**src/asq_step5_defs.svh**
```systemverilog
// Constants for the step 5 sequencer configuration register.
`ifndef ASQ_STEP5_DEFS_SVH
`define ASQ_STEP5_DEFS_SVH
`define ASQ_S5_INDEX 12'h0095
`define ASQ_S5_RESET 16'h0005
`define ASQ_S5_WMASK 16'hE01F
`define ASQ_S5_EN 15
`define ASQ_S5_GAIN_HI 14
`define ASQ_S5_GAIN_LO 13
`define ASQ_S5_NEG 4
`define ASQ_S5_POS_HI 3
`define ASQ_S5_POS_LO 0
`define ASQ_POS_TEMP 4'h8
`define ASQ_POS_SHORT 4'h9
`define ASQ_GAIN_X1 3'h1
`define ASQ_GAIN_X2 3'h2
`define ASQ_GAIN_X4 3'h4
`define ASQ_GAIN_CODE_X1 2'h0
`define ASQ_GAIN_CODE_X2 2'h1
`define ASQ_RESP_OKAY 2'h0
`define ASQ_RESP_SLVERR 2'h2
`define ASQ_ADDR_WORD_HI 13
`define ASQ_ADDR_WORD_LO 2
`endif

```
**src/asq_pkg.sv**
```systemverilog
// Types shared by the step 5 sequencer configuration block.
package asq_pkg;
	typedef enum logic [1:0]
	{
		ASQ_NEG_GROUND = 2'h0,
		ASQ_NEG_INPUT7 = 2'h1,
		ASQ_NEG_AUTO = 2'h3
	} asq_neg_t;

	typedef struct packed
	{
		logic in_sequence;
		logic [2:0] gain;
		asq_neg_t neg;
		logic [3:0] pos;
		logic temp_sensor;
		logic int_short;
	} asq_step_t;
endpackage

```
**src/asq_step5_cfg.sv**
```systemverilog
// Step 5 configuration register of the auxiliary converter sequencer, with an AXI4-Lite slave.
// Function
// - The register sits at index 95h (byte address 254h) and resets to 0005h.
// - Bit 15 includes step 5 in the sequence when set and excludes it when clear.
// - Bits 14:13 select gain 1 for 00b, gain 2 for 01b and gain 4 for 10b or 11b.
// - Bit 4 selects analog ground when 0 and analog input seven when 1 as negative input.
// - Bits 3:0 select the positive input, codes 0 to 7 being external inputs zero to seven.
// - For positive codes with an automatic negative input, bit 4 has no effect.
// - Positive code 1000b routes the temperature sensor with an automatic negative input.
// - Positive code 1001b applies the internal short to ground with an automatic negative input.
//
// Added by the designer: the AXI4-Lite register port.
`timescale 1ns/10ps
`include "asq_step5_defs.svh"

module asq_step5_cfg
(
	input wire logic CLK_I,
	input wire logic NRST_I,
	input wire logic [13:0] AWADDR_I,
	input wire logic AWVALID_I,
	output logic AWREADY_O,
	input wire logic [31:0] WDATA_I,
	input wire logic [3:0] WSTRB_I,
	input wire logic WVALID_I,
	output logic WREADY_O,
	output logic [1:0] BRESP_O,
	output logic BVALID_O,
	input wire logic BREADY_I,
	input wire logic [13:0] ARADDR_I,
	input wire logic ARVALID_I,
	output logic ARREADY_O,
	output logic [31:0] RDATA_O,
	output logic [1:0] RRESP_O,
	output logic RVALID_O,
	input wire logic RREADY_I,
	input wire logic SEQ_AT_STEP5_I,
	output asq_pkg::asq_step_t STEP5_CFG_O,
	output logic STEP5_CONVERT_O,
	output logic STEP5_SKIP_O
);

	logic [15:0] cfg_q;
	logic [15:0] cfg_d;
	logic aw_got_q;
	logic w_got_q;
	logic aw_hit_q;
	logic [31:0] wdata_q;
	logic [3:0] wstrb_q;
	logic aw_take;
	logic w_take;
	logic do_write;
	logic ar_take;
	logic ar_hit;
	logic [15:0] strb_mask;
	asq_pkg::asq_step_t step_d;

	assign aw_take = AWVALID_I && AWREADY_O;
	assign w_take = WVALID_I && WREADY_O;
	assign ar_take = ARVALID_I && ARREADY_O;
	assign ar_hit = ARADDR_I[`ASQ_ADDR_WORD_HI:`ASQ_ADDR_WORD_LO] == `ASQ_S5_INDEX;
	assign do_write = aw_got_q && w_got_q && !BVALID_O;

	// Write address is held until the matching data has arrived, in either order.
	always_ff @(posedge CLK_I or negedge NRST_I)
	begin
		if (!NRST_I)
		begin
			aw_got_q <= 1'b0;
			aw_hit_q <= 1'b0;
			AWREADY_O <= 1'b0;
		end
		else if (aw_take)
		begin
			aw_got_q <= 1'b1;
			aw_hit_q <= AWADDR_I[`ASQ_ADDR_WORD_HI:`ASQ_ADDR_WORD_LO] == `ASQ_S5_INDEX;
			AWREADY_O <= 1'b0;
		end
		else if (do_write)
		begin
			aw_got_q <= 1'b0;
		end
		else if (!aw_got_q && !BVALID_O)
		begin
			AWREADY_O <= 1'b1;
		end
	end

	always_ff @(posedge CLK_I or negedge NRST_I)
	begin
		if (!NRST_I)
		begin
			w_got_q <= 1'b0;
			wdata_q <= 32'h0000_0000;
			wstrb_q <= 4'h0;
			WREADY_O <= 1'b0;
		end
		else if (w_take)
		begin
			w_got_q <= 1'b1;
			wdata_q <= WDATA_I;
			wstrb_q <= WSTRB_I;
			WREADY_O <= 1'b0;
		end
		else if (do_write)
		begin
			w_got_q <= 1'b0;
		end
		else if (!w_got_q && !BVALID_O)
		begin
			WREADY_O <= 1'b1;
		end
	end

	always_ff @(posedge CLK_I or negedge NRST_I)
	begin
		if (!NRST_I)
		begin
			BVALID_O <= 1'b0;
			BRESP_O <= `ASQ_RESP_OKAY;
		end
		else if (do_write)
		begin
			BVALID_O <= 1'b1;
			BRESP_O <= aw_hit_q ? `ASQ_RESP_OKAY : `ASQ_RESP_SLVERR;
		end
		else if (BVALID_O && BREADY_I)
		begin
			BVALID_O <= 1'b0;
		end
	end

	// Byte lanes 0 and 1 carry the register; reserved bits are never stored.
	always_comb
	begin
		strb_mask = {{8{wstrb_q[1]}}, {8{wstrb_q[0]}}} & `ASQ_S5_WMASK;
		cfg_d = (cfg_q & ~strb_mask) | (wdata_q[15:0] & strb_mask);
	end

	always_ff @(posedge CLK_I or negedge NRST_I)
	begin
		if (!NRST_I)
		begin
			cfg_q <= `ASQ_S5_RESET;
		end
		else if (do_write && aw_hit_q)
		begin
			cfg_q <= cfg_d;
		end
	end

	always_ff @(posedge CLK_I or negedge NRST_I)
	begin
		if (!NRST_I)
		begin
			ARREADY_O <= 1'b0;
			RVALID_O <= 1'b0;
			RDATA_O <= 32'h0000_0000;
			RRESP_O <= `ASQ_RESP_OKAY;
		end
		else if (ar_take)
		begin
			ARREADY_O <= 1'b0;
			RVALID_O <= 1'b1;
			RDATA_O <= ar_hit ? {16'h0000, cfg_q} : 32'h0000_0000;
			RRESP_O <= ar_hit ? `ASQ_RESP_OKAY : `ASQ_RESP_SLVERR;
		end
		else if (RVALID_O && RREADY_I)
		begin
			RVALID_O <= 1'b0;
		end
		else if (!RVALID_O)
		begin
			ARREADY_O <= 1'b1;
		end
	end

	// Decoded step settings for the converter and input multiplexer.
	always_comb
	begin
		step_d.in_sequence = cfg_q[`ASQ_S5_EN];
		case (cfg_q[`ASQ_S5_GAIN_HI:`ASQ_S5_GAIN_LO])
			`ASQ_GAIN_CODE_X1: step_d.gain = `ASQ_GAIN_X1;
			`ASQ_GAIN_CODE_X2: step_d.gain = `ASQ_GAIN_X2;
			default: step_d.gain = `ASQ_GAIN_X4;
		endcase
		step_d.pos = cfg_q[`ASQ_S5_POS_HI:`ASQ_S5_POS_LO];
		if (cfg_q[`ASQ_S5_POS_HI])
		begin
			step_d.neg = asq_pkg::ASQ_NEG_AUTO;
		end
		else if (cfg_q[`ASQ_S5_NEG])
		begin
			step_d.neg = asq_pkg::ASQ_NEG_INPUT7;
		end
		else
		begin
			step_d.neg = asq_pkg::ASQ_NEG_GROUND;
		end
		step_d.temp_sensor = step_d.pos == `ASQ_POS_TEMP;
		step_d.int_short = step_d.pos == `ASQ_POS_SHORT;
	end

	always_ff @(posedge CLK_I or negedge NRST_I)
	begin
		if (!NRST_I)
		begin
			STEP5_CFG_O <= '{in_sequence: 1'b0, gain: `ASQ_GAIN_X1, neg: asq_pkg::ASQ_NEG_GROUND,
				pos: 4'(`ASQ_S5_RESET), temp_sensor: 1'b0, int_short: 1'b0};
		end
		else
		begin
			STEP5_CFG_O <= step_d;
		end
	end

	// The sequencer reaching step 5 either converts or passes straight on.
	always_ff @(posedge CLK_I or negedge NRST_I)
	begin
		if (!NRST_I)
		begin
			STEP5_CONVERT_O <= 1'b0;
			STEP5_SKIP_O <= 1'b0;
		end
		else
		begin
			STEP5_CONVERT_O <= SEQ_AT_STEP5_I && STEP5_CFG_O.in_sequence;
			STEP5_SKIP_O <= SEQ_AT_STEP5_I && !STEP5_CFG_O.in_sequence;
		end
	end
endmodule

```
**config.mk**
```make
export PLATFORM = sky130hd
export DESIGN_NAME = asq_step5_cfg
export DESIGN_NICKNAME = d
export VERILOG_FILES = /design/src/asq_pkg.sv /design/src/asq_step5_cfg.sv
export VERILOG_INCLUDE_DIRS = /design/src /design/src/src
export SDC_FILE = /design/constraint.sdc
export NUM_CORES = 1
export LEC_CHECK = 0
export ABC_AREA = 1
export BUFFER_PORTS_ARGS = -buffer_cell sky130_fd_sc_hd__buf_2
export CORE_MARGIN = 5
export CORE_UTILIZATION = 47
export CTS_CLUSTER_DIAMETER = 80
export DETAILED_ROUTE_END_ITERATION = 6
export GPL_TIMING_DRIVEN = 0
export PLACE_DENSITY = 0.85
export SLEW_MARGIN = 10
export SYNTH_ARGS = -nofsm -noshare
export SYNTH_HDL_FRONTEND = slang
export SYNTH_SLANG_ARGS = --single-unit
export TNS_END_PERCENT = 50
```
**constraint.sdc**
```tcl
create_clock -name CLK_I -period 1.6 [get_ports CLK_I]
set_input_delay 0.08 -clock CLK_I [delete_from_list [all_inputs] [get_ports CLK_I]]
set_output_delay 0.08 -clock CLK_I [all_outputs]
set_load 0.005 [all_outputs]
```
# Word-level counts from Yosys, hierarchy flattened
# Index checks and enable logic that the tools add are counted.
dict set report totals {
  romBits 0
  latchBits 0
  out_inout_bits 55
  wordCells 83
  ff_bits 92
  mem_count 0
  mem_bits_rw 0
  in_bits 72
}
dict set report op_classes {
  n_div 0
  muxes 22
  n_addsub 0
  n_mul 0
  n_reduce_logical 26
  n_shift 0
  eq_ne 9
  magnitude_cmp 0
  bitwise_logic 4
}
# operator n
set ops {}
lappend ops {{16-bit AND} 2}
lappend ops {{12-bit by 8-bit == test with 1-bit output (second input constant)} 2}
lappend ops {{1-bit two-way mux} 17}
lappend ops {{16-bit two-way mux} 1}
lappend ops {{16-bit inverter} 1}
lappend ops {{16-bit bitwise OR} 1}
lappend ops {{1-bit logical AND} 12}
lappend ops {{2-bit nonzero test} 6}
lappend ops {{4-bit == test (second input constant)} 2}
lappend ops {{2-bit two-way mux} 3}
lappend ops {{2-bit inequality test (second input constant)} 3}
lappend ops {{3-bit case mux with 2 select lines} 1}
lappend ops {{2-bit AND reduction} 3}
lappend ops {{1-bit zero test} 4}
lappend ops {{2-bit by 1-bit == test with 1-bit output (second input constant)} 1}
lappend ops {{2-bit zero test} 1}
lappend ops {{2-bit by 1-bit inequality test with 1-bit output (second input constant)} 1}

# Logic depth before layout (Yosys ltp)
# Gate-level depths: netlist of run 1.
dict set report depth {
  depth_word 5
  mapped_depth 6
  ltp_nobuf 6
}

# Worst setup path before layout of run 1
# No wires, ideal clock.
dict set report synth_timing {
  kind {register to register}
  start {register BVALID_O}
  end {register (tool-made name)}
  setup_slack_ns 0.619
  t_required_ns 1.484
  synth_period_minus_slack_ns 0.981
  setup_ns 0.116
  path_buffers 0
  path_stages_with_launch 7
  arrival_time_ns 0.865
  cell_sequence {dfrtp_1 inv_2 nand3_4 nor2_4 nand2_1 nand2_1 nand2_1}
}
# element line
set synth_rtl {}
lappend synth_rtl {{start, declared} asq_step5_cfg.sv:28} ;# output logic BVALID_O,
lappend synth_rtl {{start signal, assigned} asq_step5_cfg.sv:119} ;# BVALID_O <= 1'b0;
lappend synth_rtl {{start signal, assigned} asq_step5_cfg.sv:124} ;# BVALID_O <= 1'b1;
lappend synth_rtl {{start signal, assigned} asq_step5_cfg.sv:129} ;# BVALID_O <= 1'b0;

==> results.toml, run 1 <==
[worst_setup_path]
worst_path_slowest_cell = "sky130_fd_sc_hd__buf_2"
cp_num_buf_inv = 2
worstSetupPathType = "input port to async pin"
cpPeakStageDelay_ps = 780
critPathMaxFanout = 49
startpoint_kind_of_the_worst_setup_timing_path = "input port"
critical_path.cell_chain = "dlygate4sd3_1, buf_2"
cp.arrival_ps = 1410
cp-end-kind = "async pin"
timing.reg2reg.worst_path_depth = 6
r2r_start = "BVALID_O$_DFFE_PN0P_"
crit_path_required_time_ps = 1870
cp_top_family = "buffers and inverters"
rrSetupSlack_ps = 520

[placement]
placedInstanceArea_um2 = 2730
port_buffer_count = 70
final_hpwl_from_detailed_placement_um = 3460
place_congestion = 0.735
dp_cells = 403

[floorplanning]
core-area_um2 = 4660
floorplan.initialDensity_pct = 47.5
ios = 127
die-area_um2 = 6180
placementRows = 25
floorplan.die.width_um = 78.6
die_height_um = 78.6

[global_routing]
grt_start_max_net_pins = 50
grt_pass1_vias = 1836
grt-ovfl-total = 0
track_usage_pct = 16.2
grt_first_pass_wirelength_um = 7960
grt_antenna_before_repair = 0

[logic_synthesis]
ys_seq_area_share_pct = 55.7
synth.ff_latch_count = 49
synthDistinctLibCells = 22
synth.yosys.warnings = 0
synth_area_um2 = 2210
post_synth.cell_area_avg_um2 = 8.71
syn_inst = 254

[finish]
layout-drive-gt1-share_pct = 33.3
multiInputGateArea_um2 = 743
flow.area_growth_from_synthesis_pct = 35.2
final_cells = 426
final_area_um2 = 2990
insertedDiodeCount = 0
regArea_um2 = 1230
leading_cell_types_in_the_layout_fill_and_taps_excluded = "sky130_fd_sc_hd__nand2_1 (90), sky130_fd_sc_hd__buf_2 (71), sky130_fd_sc_hd__dfrtp_1 (44)"
leading_cell_type_in_the_layout_fill_and_taps_excluded = "sky130_fd_sc_hd__nand2_1"
final_net_count = 443
fillerInstances = 407

[clock_tree]
clk_pin_slew_worst_setup_hold_paths_ps = 80
tritoncts_num_sinks = 49
clock_tree.root_cell = "sky130_fd_sc_hd__clkbuf_8"
clk_latency_ps = 290
cts_tree = "yes"
maximum_level_of_the_cts_h_tree = 2
max-clock-path-buffers = 2
num_cts_buffers = 5

[routing]
detail_route.first_pass.iterations = 4
post_drt_wl_per_cell_um = 10.5
detailedRoute.firstIterationViolations = 52
drc = 0
totalWireLength_um = 4480
post_drt_via_cell_ratio = 4.27
detailroute.via_count = 1817
antenna_left = 0

[worst_hold_path]
min-delay-start = "AWADDR_I[10]"
whs_endpoint = "aw_hit_q$_DFFE_PN0P_"
worst_hold_path_type = "input port to flip-flop"
hold_depth = 6

[sta]
worst_slew_pin_slew_ps = 1020
drv_slew = 0
fin_crit_ps = 1140
fmax_mhz = 878
grt_setup_unrepaired = "no"
finalHoldViolCount = 0
timing.setup.tns_ps = 0
setup_viol_count_final = 0
relSlewSlack_pct = 32.2
layout_worst_path_cycle_share_pct = 71.1
timing.clock.skew_ps = 3.50

[power]
switching_power_mw = 0.933
pwr-share-seq_pct = 50.1
power_frac_comb_pct = 22.2
vdd_ir_drop_max_mv = 0.628
p_leak_nw = 1.76
power_density_nw_per_um2 = 1070
cellInternalPower_mw = 2.26
p_total_mw = 3.19
switching_share_pct = 29.2
power.share.clock_pct = 27.7

[outcome]
outcome = "completed"

[flow_run]
maximum_capacitance_violations = 0
[cell usage after synthesis]
library cell,number,area (um2)
sky130_fd_sc_hd__nand2_1,90,338
sky130_fd_sc_hd__dfrtp_1,44,1100
sky130_fd_sc_hd__buf_4,28,210
sky130_fd_sc_hd__inv_1,26,97.6
sky130_fd_sc_hd__nor2_1,23,86.3
sky130_fd_sc_hd__nand3_1,6,30.0
sky130_fd_sc_hd__dfstp_2,5,131
sky130_fd_sc_hd__o21ai_0,5,25.0
sky130_fd_sc_hd__inv_2,4,15.0
sky130_fd_sc_hd__a21oi_1,3,15.0
sky130_fd_sc_hd__nand2_2,3,18.8
sky130_fd_sc_hd__nand3b_1,3,22.5
sky130_fd_sc_hd__nand4_1,2,12.5
sky130_fd_sc_hd__nor2_4,2,22.5
sky130_fd_sc_hd__nor3_1,2,10.0
sky130_fd_sc_hd__nor3_4,2,32.5
sky130_fd_sc_hd__buf_2,1,5.00
sky130_fd_sc_hd__clkbuf_1,1,3.75
sky130_fd_sc_hd__conb_1,1,3.75
sky130_fd_sc_hd__nand3_4,1,17.5
sky130_fd_sc_hd__nor3_2,1,10.0
sky130_fd_sc_hd__o21ai_1,1,5.00
[how the worst max path moves through the flow]
stage | to | slack [ps] | start | cells after the start
4_1_cts | RDATA_O[2]$_DFFE_PN0P_ | 400 | NRST_I | 2
6_report | RRESP_O[1]$_DFFE_PN0P_ | 460 | NRST_I | 2
3_3_place_gp | flip-flop | 560 | BVALID_O$_DFFE_PN0P_ | 6
3_5_place_dp | flip-flop | 540 | BVALID_O$_DFFE_PN0P_ | 6
2_1_floorplan | flip-flop | 620 | BVALID_O$_DFFE_PN0P_ | 6
5_1_grt | RDATA_O[2]$_DFFE_PN0P_ | 210 | NRST_I | 2
[final cells by class]
| class | instances | share of cell area, % |
|---|---|---|
| multi-input cells | 170 | 24.8 |
| clock buffers | 7 | 2.89 |
| flip-flops and latches | 49 | 41.2 |
| well taps | 54 | 2.26 |
| clock inverters | 1 | 1.00 |
| plain buffers | 30 | 7.32 |
| repair buffers | 85 | 16.7 |
| inverters | 30 | 3.76 |
[stage by stage]
stage	worst slack (ps)	hold slack, ps	util [%]
floorplan	619	-216	-
global placement	563	259	58.5
detailed placement	536	267	58.5
CTS	402	73.9	64.2
global route	205	95.3	64.2
finish	462	91.1	64.2
[routing by layer]
metal / wire [um] / vias to the layer above / GRT usage [%] / part of all wire (%)
met4: 76 / 0 / 6.82 / 1.7
met2: 2300 / 73 / 28.6 / 51
met5: 0 / - / 0 / 0
met1: 1690 / 793 / 18.4 / 38
met3: 410 / 6 / 4.01 / 9.1
li1: - / 945 / - / -
[logic make-up (layout without fill, tap and decap cells)]
kind of cell	after synthesis	count (layout)	synth area share, %
DFF	49	49	55.7
buffers and inverters	60	153	15.0
other	1	26	0.169
and+or+nand+nor	135	135	27.1
AOI/OAI and AO/OA	9	9	2.03
[what timing repair did]
| action | in CTS | in global routing |
|---|---|---|
| hold buffers | 15 | 0 |
| gates resized for setup | 0 | 0 |
| endpoints found under the setup margin | 0 | 0 |
| endpoints found under the hold margin | 59 | 0 |
| buffers inserted | 0 | 0 |
[power by group through the flow]
stage / Clock, mW / Combinational, mW / Sequential, mW
final: 0.883 / 0.711 / 1.60
after global routing: 0.965 / 0.826 / 1.63
after CTS: 0.923 / 0.719 / 1.60
after detailed placement: 0 / 0.688 / 1.62
after global placement: 0 / 0.651 / 1.61
after floorplan: 0 / 0.436 / 1.61
(Power assumes the default switching activity.)
==> run 2: changes to the inputs <==
Settings changed: CORE_UTILIZATION 47 to 39, PLACE_DENSITY 0.85 to 0.75.
Clock period 1.6 ns to 0.9 ns, I/O delays scaled along.
==> run 2 against run 1 <==
The run now ends with hold timing, setup timing left; setup slack got worse by 560 ps; via count rose by 0.94%; register-to-register slack worse by 620 ps; clock skew grew 3.3 ps; count of clock-buffer cells in the layout rose by 1; clock power increased by 44%; utilization decreased by 6.9 points; sequential cell count unchanged; total power increased by 76%.
==> results.toml, run 2 (synthesis results as in run 1) <==
[outcome]
outcome = "finished, violations left"
violations_in_the_final_reports = "hold timing, setup timing"

[floorplanning]
core-area_um2 = 5510
floorplan.initialDensity_pct = 40.2
die_height_um = 85.3
die-area_um2 = 7280
ios = 127
placementRows = 27
floorplan.die.width_um = 85.3

[power]
vdd_ir_drop_max_mv = 0.947
p_leak_nw = 1.80
power_density_nw_per_um2 = 1790
p_total_mw = 5.64

[routing]
detailedRoute.firstIterationViolations = 66
drc = 0
post_drt_via_cell_ratio = 4.08
detailroute.via_count = 1834
post_drt_wl_per_cell_um = 10.2
antenna_left = 0
detail_route.first_pass.iterations = 4
totalWireLength_um = 4580

[placement]
final_hpwl_from_detailed_placement_um = 3380
port_buffer_count = 70
placedInstanceArea_um2 = 2750
place_congestion = 0.832
dp_cells = 421

[sta]
fin_crit_ps = 1000
grt_setup_unrepaired = "yes"
timing.final.ws_setup_ps = -101
timing.clock.skew_ps = 6.83
fmax_mhz = 999
worst_slew_pin_slew_ps = 1030
fin_worst_hold_slack_ps = -79.1
finalHoldViolCount = 44
relSlewSlack_pct = 31.4
setup_viol_count_final = 25
layout_worst_path_cycle_share_pct = 111
drv_slew = 0

[clock_tree]
max-clock-path-buffers = 2
clock_tree.root_cell = "sky130_fd_sc_hd__clkbuf_8"
num_cts_buffers = 5
tritoncts_num_sinks = 49
clk_pin_slew_worst_setup_hold_paths_ps = 80
cts_tree = "yes"
maximum_level_of_the_cts_h_tree = 2
clk_latency_ps = 290

[worst_setup_path]
worst_path_slowest_cell = "sky130_fd_sc_hd__dfrtp_1"
worstSetupPathType = "flip-flop to flip-flop"
crit_path_required_time_ps = 1100
critical_path.cell_chain = "inv_2, nand3_4, nor2_4, nand2_1, nand2_1, nand2_1"
startpoint_kind_of_the_worst_setup_timing_path = "flip-flop"
cp.arrival_ps = 1200
cpPeakStageDelay_ps = 390
critPathMaxFanout = 4
cp-end-kind = "flip-flop"
timing.critical_path.mode_cell = "sky130_fd_sc_hd__nand2_1"

[global_routing]
grt-ovfl-total = 0
track_usage_pct = 12.8
grt_pass1_vias = 1816
grt_first_pass_wirelength_um = 7670
grt_antenna_before_repair = 0
grt_start_max_net_pins = 50

[finish]
final_net_count = 449
leading_cell_type_in_the_layout_fill_and_taps_excluded = "sky130_fd_sc_hd__nand2_1"
final_area_um2 = 3150
insertedDiodeCount = 0
flow.area_growth_from_synthesis_pct = 42.5
fillerInstances = 514
final_cells = 450
leading_cell_types_in_the_layout_fill_and_taps_excluded = "sky130_fd_sc_hd__nand2_1 (88), sky130_fd_sc_hd__buf_2 (69), sky130_fd_sc_hd__dfrtp_1 (44)"
layout-drive-gt1-share_pct = 38.1

[worst_hold_path]
worst_hold_path_type = "input port to async pin"

[flow_run]
maximum_capacitance_violations = 0
-- run 2: area by class of cell --
| cell class | count | area [um2] | area share [%] |
|---|---|---|---|
| Buffer | 30 | 236 | 7.50 |
| Inverter | 30 | 118 | 3.73 |
| Tap cell | 72 | 90.1 | 2.86 |
| Timing Repair Buffer | 91 | 562 | 17.8 |
| Clock buffer | 8 | 90.1 | 2.86 |
| Multi-Input combinational cell | 170 | 825 | 26.2 |
| Sequential cell | 49 | 1230 | 39.1 |
-- run 2: per-layer routing --
| layer | wire length [um] | GRT usage, % | vias up |
|---|---|---|---|
| met5 | 0 | 0 | - |
| met1 | 1840 | 15.5 | 804 |
| met2 | 2240 | 21.0 | 66 |
| li1 | - | - | 958 |
| met3 | 420 | 4.17 | 6 |
| met4 | 78 | 5.47 | 0 |
-- run 2: stage by stage --
step	TNS, ps	util (%)	setup slack (ps)
after floorplan	-776	-	-81.2
after global placement	-3900	50.0	-139
after detailed placement	-5560	50.0	-150
after CTS	-1720	55.4	-136
after global routing	-3580	57.3	-183
final	-1450	57.3	-101
-- run 2: final timing paths --
kind / cells after the start / slack, ps / startpoint / to
max in group asynchronous: 1 / 340 / NRST_I / STEP5_CFG_O[10]$_DFF_PN0_
worst min-delay path: 1 / -80 / NRST_I / aw_got_q$_DFFE_PN0P_
worst max register to register: 6 / -100 / BVALID_O$_DFFE_PN0P_ / flip-flop
worst min register to register: 0 / 380 / flip-flop / STEP5_CFG_O[4]$_DFF_PN1_
worst max-delay path: 6 / -100 / BVALID_O$_DFFE_PN0P_ / flip-flop
min in group CLK_I: 6 / 60 / AWADDR_I[10] / aw_hit_q$_DFFE_PN0P_
-- run 2: timing repair --
item	in CTS	in global routing
hold buffers	14	0
gates resized for setup	7	22
pin swaps	9	16
buffers inserted	5	2
hold endpoints to repair	59	0
setup endpoints to repair	38	43
-- run 2: where the power goes --
part           switching [mW]  internal (mW)  leakage, nW  total, mW
combinational           0.807          0.697         1.13       1.50
clock                   0.648          0.627       0.0455       1.27
sequential              0.271           2.59        0.624       2.86
total                    1.73           3.91         1.80       5.64
-- run 2: critical path, delay by kind of cell (launching register included) --
family,cells,cell delay [ps]
AND/OR/NAND/NOR,5,430
flip-flops,1,390
buffers and inverters,1,80
